--- src/isc_map.svh ---
// register map, field positions, reset values and fixed addresses
`ifndef ISC_MAP_SVH
`define ISC_MAP_SVH
`define ISC_NSRC 19
`define ISC_CTL_BASE 8'h00
`define ISC_MASK_A 8'h50
`define ISC_MASK_B 8'h54
`define ISC_INSERV 8'h58
`define ISC_NEST 8'h5C
`define ISC_WD_SEL 8'h60
`define ISC_WD_MODE 8'h64
`define ISC_IRQ_STAT 8'h68
`define ISC_IRQ_MASK 8'h6C
`define ISC_CTX_BANK 8'h70
`define ISC_CTL_PEND 7
`define ISC_CTL_MASK 6
`define ISC_CTL_MACRO 5
`define ISC_CTL_CSE 4
`define ISC_CTL_RESET 8'h43
`define ISC_LVL_RESET 2'h3
`define ISC_VEC_BASE 20'h0_0006
`define ISC_NMI_VEC 20'h0_0004
`define ISC_NEVT 5
`define ISC_EV_VEC 0
`define ISC_EV_MACRO 1
`define ISC_EV_CTX 2
`define ISC_EV_MEND 3
`define ISC_EV_NMI 4
`endif

--- src/isc_pkg.sv ---
// types shared by the interrupt servicing files
package isc_pkg;
  typedef enum logic [3:0] {
    ST_IDLE, ST_PUSH_PSW, ST_PUSH_PC, ST_VEC_RD, ST_BRANCH,
    ST_MACRO, ST_CTX_SAVE, ST_CTX_BRANCH
  } svc_state_e;
  typedef logic [1:0] level_t;
  typedef logic [19:0] addr_t;
endpackage : isc_pkg

--- src/isc_top.sv ---
// interrupt servicing controller: flags, priority and three service modes
//
// Added by the designer: the register addresses and the Avalon-MM register port.
`include "isc_map.svh"
module isc_top #(
  parameter int NSRC = `ISC_NSRC
) (
  input wire logic clk_in, // 40 MHz clock
  input wire logic resetn_in, // async reset, low
  input wire logic [7:0] avs_address_in, // byte address
  input wire logic avs_read_in, // read request
  input wire logic avs_write_in, // write request
  input wire logic [3:0] avs_byteenable_in, // byte lanes
  input wire logic [31:0] avs_writedata_in, // write data
  output logic [31:0] avs_readdata_out, // read data
  output logic avs_waitrequest_out, // stall
  input wire logic [NSRC-1:0] req_in, // peripheral request pulses
  input wire logic cpu_ready_in, // cpu at instruction boundary
  input wire logic cpu_ie_in, // cpu interrupt enable
  input wire logic reti_in, // return from service pulse
  input wire logic [19:0] program_counter_in, // current pc
  input wire logic [15:0] program_status_word_in, // current psw
  input wire logic vec_valid_in, // vector read data valid
  input wire logic [19:0] vec_data_in, // vector table data
  input wire logic [19:0] bank_vector_in, // vector held in bank
  input wire logic macro_done_in, // macro transfer finished pulse
  input wire logic macro_zero_in, // macro counter reached zero
  output logic ack_out, // acknowledge pulse
  output logic [4:0] ack_src_out, // acknowledged source
  output logic stack_push_out, // push pulse
  output logic [19:0] stack_data_out, // word pushed
  output logic vec_rd_out, // vector read request
  output logic [19:0] vec_addr_out, // vector table address
  output logic branch_out, // branch pulse
  output logic [19:0] branch_addr_out, // branch target
  output logic cpu_suspend_out, // hold cpu execution
  output logic macro_start_out, // start macro transfer pulse
  output logic bank_save_out, // store pc and psw in bank
  output logic [2:0] bank_sel_out, // selected register bank
  output logic [19:0] save_pc_out, // pc to bank
  output logic [15:0] save_psw_out, // psw to bank
  output logic [7:0] watchdog_mode_out, // watchdog mode value
  output logic irq_out // event interrupt
);
  localparam int NB = NSRC - 16;

  isc_pkg::svc_state_e state_r;
  logic [NSRC-1:0] pend_r, mask_r, macro_r, cse_r;
  logic [2*NSRC-1:0] lvl_r;
  logic [3:0] inserv_r;
  logic nest_r, wd_nmi_r, nmi_pend_r, nmi_act_r;
  logic [7:0] wd_mode_r;
  logic [2:0] bank_r;
  logic [4:0] src_r;
  logic [`ISC_NEVT-1:0] evt_r, clr_r, stat, imask;

  // bus decode
  logic acc, rd_acc, wr_acc, ctl_hit;
  logic [7:0] wdat;
  logic [4:0] ctl_idx;
  assign acc = (avs_read_in | avs_write_in) & ~avs_waitrequest_out;
  assign rd_acc = acc & avs_read_in;
  assign wr_acc = acc & avs_write_in;
  assign ctl_idx = avs_address_in[6:2];
  assign ctl_hit = (avs_address_in < 8'(4 * NSRC));
  assign wdat = avs_writedata_in[7:0];

  // lowest set level in service, 4 when idle
  function automatic logic [2:0] top_level(input logic [3:0] s);
    top_level = 3'h4;
    for (int i = 3; i >= 0; i--) begin
      if (s[i]) begin
        top_level = 3'(i);
      end
    end
  endfunction : top_level

  function automatic logic [7:0] ctl_byte(input int i, input logic [NSRC-1:0] p,
      input logic [NSRC-1:0] m, input logic [NSRC-1:0] ms,
      input logic [NSRC-1:0] c, input logic [2*NSRC-1:0] l);
    ctl_byte = {p[i], m[i], ms[i], c[i], 2'b00, l[2*i +: 2]};
  endfunction : ctl_byte

  // watchdog source goes to the nmi path when so selected
  logic [NSRC-1:0] req_m;
  always_comb begin
    req_m = req_in;
    req_m[0] = req_in[0] & ~wd_nmi_r;
  end

  // candidates: macro ignores ie and levels, the rest need both
  logic [NSRC-1:0] cand_mac, cand_vec;
  assign cand_mac = pend_r & ~mask_r & macro_r;
  assign cand_vec = pend_r & ~mask_r & ~macro_r & {NSRC{cpu_ie_in}};

  logic mac_found, vec_found;
  logic [4:0] mac_idx, vec_idx;
  logic [1:0] vec_lvl;
  prio_pick #(.N(NSRC)) u_pick_mac (
    .cand_in(cand_mac),
    .lvl_in(lvl_r),
    .found_out(mac_found),
    .idx_out(mac_idx),
    .lvl_out()
  );
  prio_pick #(.N(NSRC)) u_pick_vec (
    .cand_in(cand_vec),
    .lvl_in(lvl_r),
    .found_out(vec_found),
    .idx_out(vec_idx),
    .lvl_out(vec_lvl)
  );

  // accept only a level above the one in service; level 3 may nest
  logic [2:0] top;
  logic vec_ok;
  assign top = top_level(inserv_r);
  assign vec_ok = vec_found && (({1'b0, vec_lvl} < top) ||
      (vec_lvl == 2'h3 && top == 3'h3 && nest_r));

  logic start_nmi, start_mac, start_vec, macro_end;
  assign start_nmi = (state_r == isc_pkg::ST_IDLE) && cpu_ready_in &&
      nmi_pend_r && !nmi_act_r;
  assign start_mac = (state_r == isc_pkg::ST_IDLE) && cpu_ready_in &&
      !start_nmi && mac_found;
  assign start_vec = (state_r == isc_pkg::ST_IDLE) && cpu_ready_in &&
      !start_nmi && !mac_found && vec_ok;
  assign macro_end = (state_r == isc_pkg::ST_MACRO) && macro_done_in;

  // pending flags: request set beats acknowledge or software clear
  always_ff @(posedge clk_in or negedge resetn_in) begin
    if (!resetn_in) begin
      pend_r <= '0;
    end else begin
      for (int i = 0; i < NSRC; i++) begin
        if (req_m[i]) begin
          pend_r[i] <= 1'b1;
        end else if ((start_mac && mac_idx == 5'(i)) ||
            (start_vec && vec_idx == 5'(i))) begin
          pend_r[i] <= 1'b0;
        end else if (wr_acc && ctl_hit && ctl_idx == 5'(i) &&
            avs_byteenable_in[0]) begin
          pend_r[i] <= wdat[`ISC_CTL_PEND];
        end
      end
    end
  end

  // mask flags: one store reached from control and mask registers
  always_ff @(posedge clk_in or negedge resetn_in) begin
    if (!resetn_in) begin
      mask_r <= '1;
    end else begin
      for (int i = 0; i < NSRC; i++) begin
        if (wr_acc && ctl_hit && ctl_idx == 5'(i) && avs_byteenable_in[0]) begin
          mask_r[i] <= wdat[`ISC_CTL_MASK];
        end else if (wr_acc && avs_address_in == `ISC_MASK_A && i < 16 &&
            avs_byteenable_in[i / 8]) begin
          mask_r[i] <= avs_writedata_in[i];
        end else if (wr_acc && avs_address_in == `ISC_MASK_B && i >= 16 &&
            avs_byteenable_in == 4'b0001) begin
          mask_r[i] <= avs_writedata_in[i % 16];
        end
      end
    end
  end

  // macro select: cleared by hardware when the counter runs out
  always_ff @(posedge clk_in or negedge resetn_in) begin
    if (!resetn_in) begin
      macro_r <= '0;
    end else begin
      for (int i = 0; i < NSRC; i++) begin
        if (macro_end && macro_zero_in && src_r == 5'(i)) begin
          macro_r[i] <= 1'b0;
        end else if (wr_acc && ctl_hit && ctl_idx == 5'(i) &&
            avs_byteenable_in[0]) begin
          macro_r[i] <= wdat[`ISC_CTL_MACRO];
        end
      end
    end
  end

  // context enable and level fields, plain software storage
  always_ff @(posedge clk_in or negedge resetn_in) begin
    if (!resetn_in) begin
      cse_r <= '0;
      lvl_r <= {NSRC{`ISC_LVL_RESET}};
    end else begin
      for (int i = 0; i < NSRC; i++) begin
        if (wr_acc && ctl_hit && ctl_idx == 5'(i) && avs_byteenable_in[0]) begin
          cse_r[i] <= wdat[`ISC_CTL_CSE];
          lvl_r[2*i +: 2] <= wdat[1:0];
        end
      end
    end
  end

  // other control registers
  always_ff @(posedge clk_in or negedge resetn_in) begin
    if (!resetn_in) begin
      nest_r <= 1'b0;
      wd_nmi_r <= 1'b0;
      wd_mode_r <= 8'h00;
      bank_r <= 3'h0;
    end else if (wr_acc && avs_byteenable_in[0]) begin
      if (avs_address_in == `ISC_NEST) begin
        nest_r <= wdat[0];
      end
      if (avs_address_in == `ISC_WD_SEL) begin
        wd_nmi_r <= wdat[0];
      end
      if (avs_address_in == `ISC_WD_MODE) begin
        wd_mode_r <= wdat;
      end
      if (avs_address_in == `ISC_CTX_BANK) begin
        bank_r <= wdat[2:0];
      end
    end
  end

  // non-maskable watchdog: pending and active flags
  always_ff @(posedge clk_in or negedge resetn_in) begin
    if (!resetn_in) begin
      nmi_pend_r <= 1'b0;
      nmi_act_r <= 1'b0;
    end else begin
      if (req_in[0] && wd_nmi_r) begin
        nmi_pend_r <= 1'b1;
      end else if (start_nmi) begin
        nmi_pend_r <= 1'b0;
      end
      // a second nmi waits until the first one returns
      if (start_nmi) begin
        nmi_act_r <= 1'b1;
      end else if (reti_in) begin
        nmi_act_r <= 1'b0;
      end
    end
  end

  // in-service levels; a return ends the nmi first, else the top level
  always_ff @(posedge clk_in or negedge resetn_in) begin
    if (!resetn_in) begin
      inserv_r <= 4'h0;
    end else if (start_vec) begin
      inserv_r[vec_lvl] <= 1'b1;
    end else if (reti_in && !nmi_act_r && top != 3'h4) begin
      inserv_r[top[1:0]] <= 1'b0;
    end
  end

  // service sequencer and its cpu-facing strobes
  always_ff @(posedge clk_in or negedge resetn_in) begin
    if (!resetn_in) begin
      state_r <= isc_pkg::ST_IDLE;
      src_r <= 5'h0;
      ack_out <= 1'b0;
      ack_src_out <= 5'h0;
      stack_push_out <= 1'b0;
      stack_data_out <= 20'h0_0000;
      vec_rd_out <= 1'b0;
      vec_addr_out <= 20'h0_0000;
      branch_out <= 1'b0;
      branch_addr_out <= 20'h0_0000;
      cpu_suspend_out <= 1'b0;
      macro_start_out <= 1'b0;
      bank_save_out <= 1'b0;
      bank_sel_out <= 3'h0;
      save_pc_out <= 20'h0_0000;
      save_psw_out <= 16'h0000;
    end else begin
      ack_out <= 1'b0;
      stack_push_out <= 1'b0;
      branch_out <= 1'b0;
      macro_start_out <= 1'b0;
      bank_save_out <= 1'b0;
      unique case (state_r)
        isc_pkg::ST_IDLE: begin
          if (start_nmi) begin
            ack_out <= 1'b1;
            ack_src_out <= 5'h0;
            vec_addr_out <= `ISC_NMI_VEC;
            state_r <= isc_pkg::ST_PUSH_PSW;
          end else if (start_mac) begin
            // cpu state untouched: only a suspend, no push
            ack_out <= 1'b1;
            ack_src_out <= mac_idx;
            src_r <= mac_idx;
            cpu_suspend_out <= 1'b1;
            macro_start_out <= 1'b1;
            state_r <= isc_pkg::ST_MACRO;
          end else if (start_vec) begin
            ack_out <= 1'b1;
            ack_src_out <= vec_idx;
            src_r <= vec_idx;
            vec_addr_out <= `ISC_VEC_BASE + {14'h0, vec_idx, 1'b0};
            state_r <= cse_r[vec_idx] ? isc_pkg::ST_CTX_SAVE :
                isc_pkg::ST_PUSH_PSW;
          end
        end
        isc_pkg::ST_PUSH_PSW: begin
          stack_push_out <= 1'b1;
          stack_data_out <= {4'h0, program_status_word_in};
          state_r <= isc_pkg::ST_PUSH_PC;
        end
        isc_pkg::ST_PUSH_PC: begin
          stack_push_out <= 1'b1;
          stack_data_out <= program_counter_in;
          vec_rd_out <= 1'b1;
          state_r <= isc_pkg::ST_VEC_RD;
        end
        isc_pkg::ST_VEC_RD: begin
          if (vec_valid_in) begin
            vec_rd_out <= 1'b0;
            branch_out <= 1'b1;
            branch_addr_out <= vec_data_in;
            state_r <= isc_pkg::ST_IDLE;
          end
        end
        isc_pkg::ST_MACRO: begin
          if (macro_done_in) begin
            cpu_suspend_out <= 1'b0;
            state_r <= isc_pkg::ST_IDLE;
          end
        end
        isc_pkg::ST_CTX_SAVE: begin
          // bank chosen first so its stored vector is ready next cycle
          bank_sel_out <= bank_r;
          bank_save_out <= 1'b1;
          save_pc_out <= program_counter_in;
          save_psw_out <= program_status_word_in;
          state_r <= isc_pkg::ST_CTX_BRANCH;
        end
        isc_pkg::ST_CTX_BRANCH: begin
          branch_out <= 1'b1;
          branch_addr_out <= bank_vector_in;
          state_r <= isc_pkg::ST_IDLE;
        end
        default: begin
          state_r <= isc_pkg::ST_IDLE;
        end
      endcase
    end
  end

  // events for software
  always_ff @(posedge clk_in or negedge resetn_in) begin
    if (!resetn_in) begin
      evt_r <= '0;
    end else begin
      evt_r[`ISC_EV_VEC] <= start_vec && !cse_r[vec_idx];
      evt_r[`ISC_EV_MACRO] <= start_mac;
      evt_r[`ISC_EV_CTX] <= start_vec && cse_r[vec_idx];
      evt_r[`ISC_EV_MEND] <= macro_end && macro_zero_in;
      evt_r[`ISC_EV_NMI] <= start_nmi;
    end
  end

  irq_status #(.W(`ISC_NEVT)) u_irq (
    .clk_in(clk_in),
    .resetn_in(resetn_in),
    .event_in(evt_r),
    .clr_in(clr_r),
    .mask_we_in(wr_acc && avs_address_in == `ISC_IRQ_MASK &&
        avs_byteenable_in[0]),
    .mask_in(avs_writedata_in[`ISC_NEVT-1:0]),
    .status_out(stat),
    .mask_out(imask),
    .irq_out(irq_out)
  );

  // read mux; status clears only what the captured word showed
  logic [31:0] rdata;
  always_comb begin
    rdata = 32'h0000_0000;
    if (ctl_hit) begin
      rdata[7:0] = ctl_byte(int'(ctl_idx), pend_r, mask_r, macro_r, cse_r,
          lvl_r);
    end else begin
      unique case (avs_address_in)
        `ISC_MASK_A: rdata[15:0] = mask_r[15:0];
        `ISC_MASK_B: rdata[NB-1:0] = mask_r[NSRC-1:16];
        `ISC_INSERV: rdata[3:0] = inserv_r;
        `ISC_NEST: rdata[0] = nest_r;
        `ISC_WD_SEL: rdata[0] = wd_nmi_r;
        `ISC_WD_MODE: rdata[7:0] = wd_mode_r;
        `ISC_IRQ_STAT: rdata[`ISC_NEVT-1:0] = stat;
        `ISC_IRQ_MASK: rdata[`ISC_NEVT-1:0] = imask;
        `ISC_CTX_BANK: rdata[2:0] = bank_r;
        default: rdata = 32'h0000_0000;
      endcase
    end
  end

  // one wait cycle per access; data and answer land together
  always_ff @(posedge clk_in or negedge resetn_in) begin
    if (!resetn_in) begin
      avs_waitrequest_out <= 1'b1;
      avs_readdata_out <= 32'h0000_0000;
      clr_r <= '0;
    end else begin
      clr_r <= '0;
      if (acc) begin
        avs_waitrequest_out <= 1'b1;
        if (rd_acc && avs_address_in == `ISC_IRQ_STAT) begin
          clr_r <= avs_readdata_out[`ISC_NEVT-1:0];
        end
      end else if (avs_read_in || avs_write_in) begin
        avs_waitrequest_out <= 1'b0;
        avs_readdata_out <= avs_read_in ? rdata : 32'h0000_0000;
      end
    end
  end

  // watchdog mode straight from its register
  assign watchdog_mode_out = wd_mode_r;
endmodule : isc_top

--- src/prio_pick.sv ---
// picks the best pending source: lowest level, then lowest source number
module prio_pick #(
  parameter int N = 19
) (
  input wire logic [N-1:0] cand_in, // eligible sources
  input wire logic [2*N-1:0] lvl_in, // two level bits per source
  output logic found_out, // any candidate
  output logic [4:0] idx_out, // winning source number
  output logic [1:0] lvl_out // winning level
);
  // scan from the top so that a tie leaves the lower number in place
  always_comb begin
    found_out = 1'b0;
    idx_out = 5'h0;
    lvl_out = 2'h3;
    for (int i = N - 1; i >= 0; i--) begin
      if (cand_in[i] && (!found_out || lvl_in[2*i +: 2] <= lvl_out)) begin
        found_out = 1'b1;
        idx_out = 5'(i);
        lvl_out = lvl_in[2*i +: 2];
      end
    end
  end
endmodule : prio_pick

--- src/irq_status.sv ---
// sticky event status, mask and one level interrupt line
module irq_status #(
  parameter int W = 5
) (
  input wire logic clk_in, // clock
  input wire logic resetn_in, // async reset, low
  input wire logic [W-1:0] event_in, // one-cycle event pulses
  input wire logic [W-1:0] clr_in, // bits read, now cleared
  input wire logic mask_we_in, // mask write strobe
  input wire logic [W-1:0] mask_in, // new mask
  output logic [W-1:0] status_out, // sticky status
  output logic [W-1:0] mask_out, // mask, 1 enables
  output logic irq_out // level interrupt
);
  // set wins over the read clear so no event is lost
  always_ff @(posedge clk_in or negedge resetn_in) begin
    if (!resetn_in) begin
      status_out <= '0;
    end else begin
      status_out <= (status_out & ~clr_in) | event_in;
    end
  end

  always_ff @(posedge clk_in or negedge resetn_in) begin
    if (!resetn_in) begin
      mask_out <= '0;
    end else if (mask_we_in) begin
      mask_out <= mask_in;
    end
  end

  // registered, so the line lags the status by one cycle
  always_ff @(posedge clk_in or negedge resetn_in) begin
    if (!resetn_in) begin
      irq_out <= 1'b0;
    end else begin
      irq_out <= |(status_out & mask_out);
    end
  end
endmodule : irq_status

--- config.mk ---
export PLATFORM = sky130hd
export DESIGN_NAME = isc_top
export DESIGN_NICKNAME = d
export VERILOG_FILES = /design/src/isc_pkg.sv /design/src/isc_top.sv /design/src/prio_pick.sv /design/src/irq_status.sv
export VERILOG_INCLUDE_DIRS = /design/src
export SDC_FILE = /design/constraint.sdc
export NUM_CORES = 1
export LEC_CHECK = 0
export BUFFER_PORTS_ARGS = -buffer_cell sky130_fd_sc_hd__buf_2
export CAP_MARGIN = 20
export CORE_MARGIN = 2
export CORE_UTILIZATION = 40
export DETAILED_ROUTE_END_ITERATION = 12
export GPL_ROUTABILITY_DRIVEN = 0
export PLACE_DENSITY = 0.57
export SYNTH_ARGS = -nofsm -noshare
export SYNTH_HDL_FRONTEND = slang
export SYNTH_HIERARCHICAL = 1
export SYNTH_SLANG_ARGS = --single-unit
export TNS_END_PERCENT = 20
--- constraint.sdc ---
create_clock -name clk_in -period 27.9 [get_ports clk_in]
set_input_delay 4.185 -clock clk_in [delete_from_list [all_inputs] [get_ports clk_in]]
set_output_delay 4.185 -clock clk_in [all_outputs]
set_load 0.1 [all_outputs]
---- Yosys cells after proc, flatten, opt, wreduce, memory -nomap -nowiden ----
Index checks and enable logic that the tools add are counted.
word-level totals
  bits in registers ....................... 307
  output and inout port bits .............. 153
cells by class
  add/subtract/negate cells ............... 1
  $lt $le $gt $ge ......................... 44
  eq/ne operators ......................... 97
  shift-type cells ........................ 1
  multiplexer cells ....................... 316
  bitwise operators ....................... 22
  reduce and logical (&&, ||, !) cells .... 344
operators by type and width
  kind                count
  $mux 5              43
  $mux 1              198
  $eq 5x4->1 const B  32
  $logic_and 1x1->1   160
  $reduce_bool 2->1   48
  $eq 5x3->1 const B  16
  $mux 20             4
  $pmux 20 s2         2
  $and 19x19->19      4
  $mux 2              37
  $eq 8x7->1 const B  9
  $le 2x2->1          36
  $eq 5x5->1 const B  12
  $reduce_bool 3->1   20
  $logic_or 1x1->1    57
  $eq 5x2->1 const B  8
  $logic_not 1->1     40
  $not 19->19         2
  $shiftx 38x7->2     1
  $mux 32             1
  $mux 4              7
  $bmux 1 s5          5
  $mux 8              3
  $pmux 4 s6          1
  other kinds (39)    79

---- Logic depth before layout (Yosys ltp) ----
  depth after elaboration ................. 87
  depth in mapped cells ................... 130
  depth with buffers taken out ............ 126

---- Hierarchy ----
Netlist, hierarchy kept.
modules (own cells, without submodules)
  module      instances  cells each  area an instance (um^2)
  isc_top     1          1265        13746.9
  prio_pick   2          319         2143.3
  irq_status  1          29          409.1

---- Least setup slack after synthesis ----
No wires, ideal clock.
  path type ............................... input -> register
  start point ............................. input port cpu_ie_in
  end point ............................... register pend_r[8]
  library setup time ...................... 0.118 ns
  data arrival time ....................... 27.057 ns
  required time ........................... 27.782 ns
  slack ................................... 0.725 ns
  cell stages on the path ................. 120
  cells stage by stage .................... nor4bb_1 > nor2b_1 > ha_1 > nor2b_1 > o21a_1 > o31ai_1 > ha_1 > nor2b_1 > o221ai_1 > and2_1 > nor2_1 > a21oi_1 > ha_1 > and3_1 > a221o_2 > a21o_1 > o211ai_1 > inv_1 > (+84 left out) > nor2b_1 > ha_1 > nor2b_1 > o21ai_0 > o21a_1 > nor2_1 > o2bb2ai_1 > ha_1 > nor2b_1 > o21ai_0 > o21ai_1 > nand2_1 > o31a_1 > and3b_1 > o21ai_0 > nand4_1 > or3b_2 > a21o_1
on the way
  longest elaborated chain between the ends .. 84
  elaborated cells on any way between the ends .. 143
  classes of those cells .................. order compare (19); eq/ne (2); mux (59); bitwise (1); reduce/logical (62)
RTL lines
  item                                                                RTL line         source
  start: declaration                                                  isc_top.sv:19    input wire logic cpu_ie_in,
  $and 19x19->19 (*)                                                  isc_top.sv:94    assign cand_vec = pend_r & ~mask_r & ~macro_r & {NSRC{cpu_ie_in}};
  $mux 2 / $mux 1 (equally long branches)                             prio_pick.sv:17  if (cand_in[i] && (!found_out || lvl_in[2*i +: 2] <= lvl_out)) begin
  $le 2x2->1 / $logic_not 1->1 (equally long branches)                prio_pick.sv:17
  $logic_or 1x1->1                                                    prio_pick.sv:17
  $logic_and 1x1->1                                                   prio_pick.sv:17
  $mux 2 / $mux 1 (equally long branches)                             prio_pick.sv:17
  $le 2x2->1 / $logic_not 1->1 (equally long branches)                prio_pick.sv:17
  $logic_or 1x1->1                                                    prio_pick.sv:17
  (+66 left out)                                                      -
  net vec_lvl[0]                                                      isc_top.sv:98    logic [1:0] vec_lvl;
  parallel branches: the longest is 3 deep, another holds $lt 2x3->1  -
  $logic_or 1x1->1 (*)                                                isc_top.sv:118   assign vec_ok = vec_found && (({1'b0, vec_lvl} < top) ||
  $logic_and 1x1->1 (*)                                               isc_top.sv:118
  $logic_and 1x1->1 (*)                                               isc_top.sv:127   !start_nmi && !mac_found && vec_ok;
  $logic_and 1x1->1 (*)                                               isc_top.sv:139   (start_vec && vec_idx == 5'(i))) begin
  $logic_or 1x1->1 (*)                                                isc_top.sv:138   end else if ((start_mac && mac_idx == 5'(i)) ||
  $mux 1                                                              isc_top.sv:138
  $mux 1                                                              isc_top.sv:136   if (req_m[i]) begin
  end signal: indexed assignment                                      isc_top.sv:143   pend_r[i] <= wdat[`ISC_CTL_PEND];
  end: declaration                                                    isc_top.sv:48    logic [NSRC-1:0] pend_r, mask_r, macro_r, cse_r;
Mark *: on every way through the listed nets, which the timed path passes.
A chain may end at the register's enable or synchronous reset.

---- Worst setup path after layout ----
  start point ............................. input port cpu_ie_in
  end point ............................... register ack_src_out[0]
on the way
  longest elaborated chain between the ends .. 82
  elaborated cells on any way between the ends .. 141
  classes of those cells .................. order compare (19); eq/ne (1); mux (59); bitwise (1); reduce/logical (61)
RTL lines
  item                                                                RTL line         source
  $and 19x19->19 (*)                                                  isc_top.sv:94
  net cand_vec[18]                                                    isc_top.sv:92    logic [NSRC-1:0] cand_mac, cand_vec;
  $mux 2 / $mux 1 (equally long branches)                             prio_pick.sv:17
  $le 2x2->1 / $logic_not 1->1 (equally long branches)                prio_pick.sv:17
  $logic_or 1x1->1                                                    prio_pick.sv:17
  $logic_and 1x1->1                                                   prio_pick.sv:17
  $mux 2 / $mux 1 (equally long branches)                             prio_pick.sv:17
  $le 2x2->1 / $logic_not 1->1 (equally long branches)                prio_pick.sv:17
  (+66 left out)                                                      -
  $mux 2 (*)                                                          prio_pick.sv:17
  net vec_lvl[0]                                                      isc_top.sv:98
  parallel branches: the longest is 3 deep, another holds $lt 2x3->1  -
  $logic_or 1x1->1 (*)                                                isc_top.sv:118
  $logic_and 1x1->1 (*)                                               isc_top.sv:118
  $logic_and 1x1->1 (*)                                               isc_top.sv:127
  $reduce_bool 3->1 (no line) (*)                                     -
  $reduce_and 2->1 (no line) (*)                                      -
  end signal: assignment                                              isc_top.sv:288   ack_src_out <= mac_idx;
  end signal: assignment                                              isc_top.sv:295   ack_src_out <= vec_idx;
  end: declaration                                                    isc_top.sv:29    output logic [4:0] ack_src_out,
Mark *: on every way through the listed nets, which the timed path passes. The select of a mux whose other input is x is not followed.

==> run metrics <==
Detailed Route WL=63900 microns; Synth Area per Inst=9.56 sq um; synth-to-layout area growth=18.2%; pwr/cell area=130 nW/um^2; DRT iter0 DRCs=1346; Switching Fraction=0.533; Max-Cap Viols=0; Mapped Cells=1925; Hold Buf Count CTS=0; Die Area=47700 sq um; Worst Hold Launch=evt_r[3]; fin util=0.479; reg2reg start=pend_r[18]; Worst Max-Slew Pin Slew=1.27 ns; number of H-tree levels=1; period utilization=0.946; status=finished, final reports clean; vias per cell=5.80; crit-path most repeated cell=ha_1; Core Region=45400 sq um; WL per Instance=22.6 microns; Worst EP arrival=26.86 ns; GRT overflow=0; DPL Wire Length=48100 microns; final hold violation count=0; static leakage=10.5 nW; Placed Cells=2756; clock sink total=276; hold endpoint=u_irq/status_out[3]; flop2flop setup slack=1.78 ns; initial antenna violation count=9; Required @ worst endpoint=28.37 ns; DRC=0; Hold Crit Depth=1; ANT nets after route=0; vias in the first global route=15800; Tmin final=26.39 ns; DP Area=20400 sq um; Total GRT Usage=0.263; fin nets=2420; Reg clk slew, reported paths=0.06 ns; final setup fails=0; fraction of layout instances using a drive strength above 1=0.286; dpl ws=-0.529 ns; starting density of the core=0.405; Final Cell Area=21800 sq um; CTS root buffer=clkbuf_16; clk buf depth=3; crit-path max FO=14; Final Max Slew Viols=0; CP max stage delay=0.41 ns; critical setup path kind=input pin to flop; first-pass GRT wire length=96900 microns; pin count of the biggest net entering global routing=94; Setup crit end kind=flop; Port Buffer Count=255; Num CTS Buffers=31; Cell Area, Synth=18400 sq um; CTS tree=yes; HP Class=flop to flop; reg2reg path depth=116; I/O pin count=302; # rows=78; TritonRoute pass-1 iters=6; CP Launch Type=input pin; Comb power frac=0.635; Worst VDD drop=0.132 mV; Flop pwr share=0.206; P_sw=1.51 mW; Setup crit start=cpu_ie_in; Yosys warning count=6; DIE WIDTH=218 microns; Clk pwr share=0.159; worst flop-to-flop path endpoint=pend_r[17]; routed vias=16400; slowest CP cell=a221o_2; Clock Latency Late Sink=0.59 ns; Die Ht=218 microns; Slew HR=0.144; Finished Layout Cells=2822; Worst Setup Slack, final=1.51 ns; total internal power=1.33 mW; hold slack=0.433 ns; skew final=0.0134 ns; f_max=37.9 MHz
==> power by group through the flow <==
stage / combinational (mW) / sequential (mW) / clock (mW)
floorplan: 0.820 / 1.04 / 0
global route: 1.94 / 0.597 / 0.473
detailed placement: 1.75 / 0.586 / 0
global placement: 1.72 / 0.584 / 0
CTS: 1.76 / 0.584 / 0.459
finish: 1.80 / 0.585 / 0.451
==> repair_timing <==
item,in CTS,in global routing
cloned,0,0
resized for setup,1,44
setup buffers,0,5
setup endpoints to repair,20,45
pin swaps,0,7
==> per-layer routing <==
layer	vias up	wire length (microns)	GRT usage
met1	8119	28300	0.370
met3	99	5190	0.0608
met2	611	28400	0.404
met5	-	85	0
met4	12	1960	0.0771
li1	7534	-	-
==> registers in the layout, indices dropped and copies added, names as in the netlist, 3 cells and up <==
name	count
bank_r	3
src_r	5
evt_r	5
inserv_r	4
save_psw_out	16
vec_addr_out	6
clr_r	5
branch_addr_out	20
macro_r	19
mask_r	19
watchdog_mode_out	8
stack_data_out	20
u_irq/status_out	5
u_irq/mask_out	5
cse_r	19
avs_readdata_out	16
state_r	3
pend_r	19
bank_sel_out	3
lvl_r	38
ack_src_out	5
save_pc_out	20
==> how the worst max path moves through the flow <==
stage          cells after the start             end  slack [ns]
4_1_cts                          122       pend_r[8]        0.15
3_3_place_gp                     121       pend_r[8]       -0.13
3_5_place_dp                     122       pend_r[8]       -0.53
5_1_grt                          116      pend_r[17]       -0.07
2_1_floorplan                    120       pend_r[8]        0.72
6_report                         123  ack_src_out[0]        1.51
==> layout make-up <==
type / instances / area [sq um]
Antenna cell: 4 / 10.0
Sequential cell: 276 / 6980
Multi-Input combinational cell: 1488 / 10800
Clock inverter: 16 / 229
Timing Repair Buffer: 325 / 1820
Inverter: 72 / 270
Clock buffer: 41 / 903
Fill cell: 4336 / 23600
Tap cell: 600 / 751
==> critical path, delay by kind of cell <==
kind,cells,cell delay (ns)
AO/OA/AOI/OAI,58,10.81
adder cells (fa/ha/maj),18,4.95
buffers and inverters,8,1.18
multiplexers,2,0.77
AND/OR/NAND/NOR,37,4.93
==> cell usage in the layout, fill, tap and decap left out, types with 31 or more instances in the layout <==
| cell type | instances |
|---|---|
| nor2b_1 | 65 |
| clkbuf_16 | 31 |
| nand2_1 | 273 |
| nand3_1 | 37 |
| mux2_2 | 86 |
| dfrtp_1 | 218 |
| dfstp_2 | 58 |
| inv_1 | 70 |
| o21ai_0 | 94 |
| a21oi_1 | 83 |
| mux2i_1 | 105 |
| ha_1 | 77 |
| a21o_1 | 45 |
| nor2_1 | 100 |
| buf_4 | 69 |
| buf_2 | 254 |
==> metrics by stage <==
stage	setup TNS (ns)	total power [mW]
2_1_floorplan	0	1.86
3_3_place_gp	-2.12	2.31
3_5_place_dp	-20.11	2.34
4_1_cts	0	2.80
5_1_grt	-0.311	3.01
6_report	0	2.84
(Power assumes the default switching activity.)
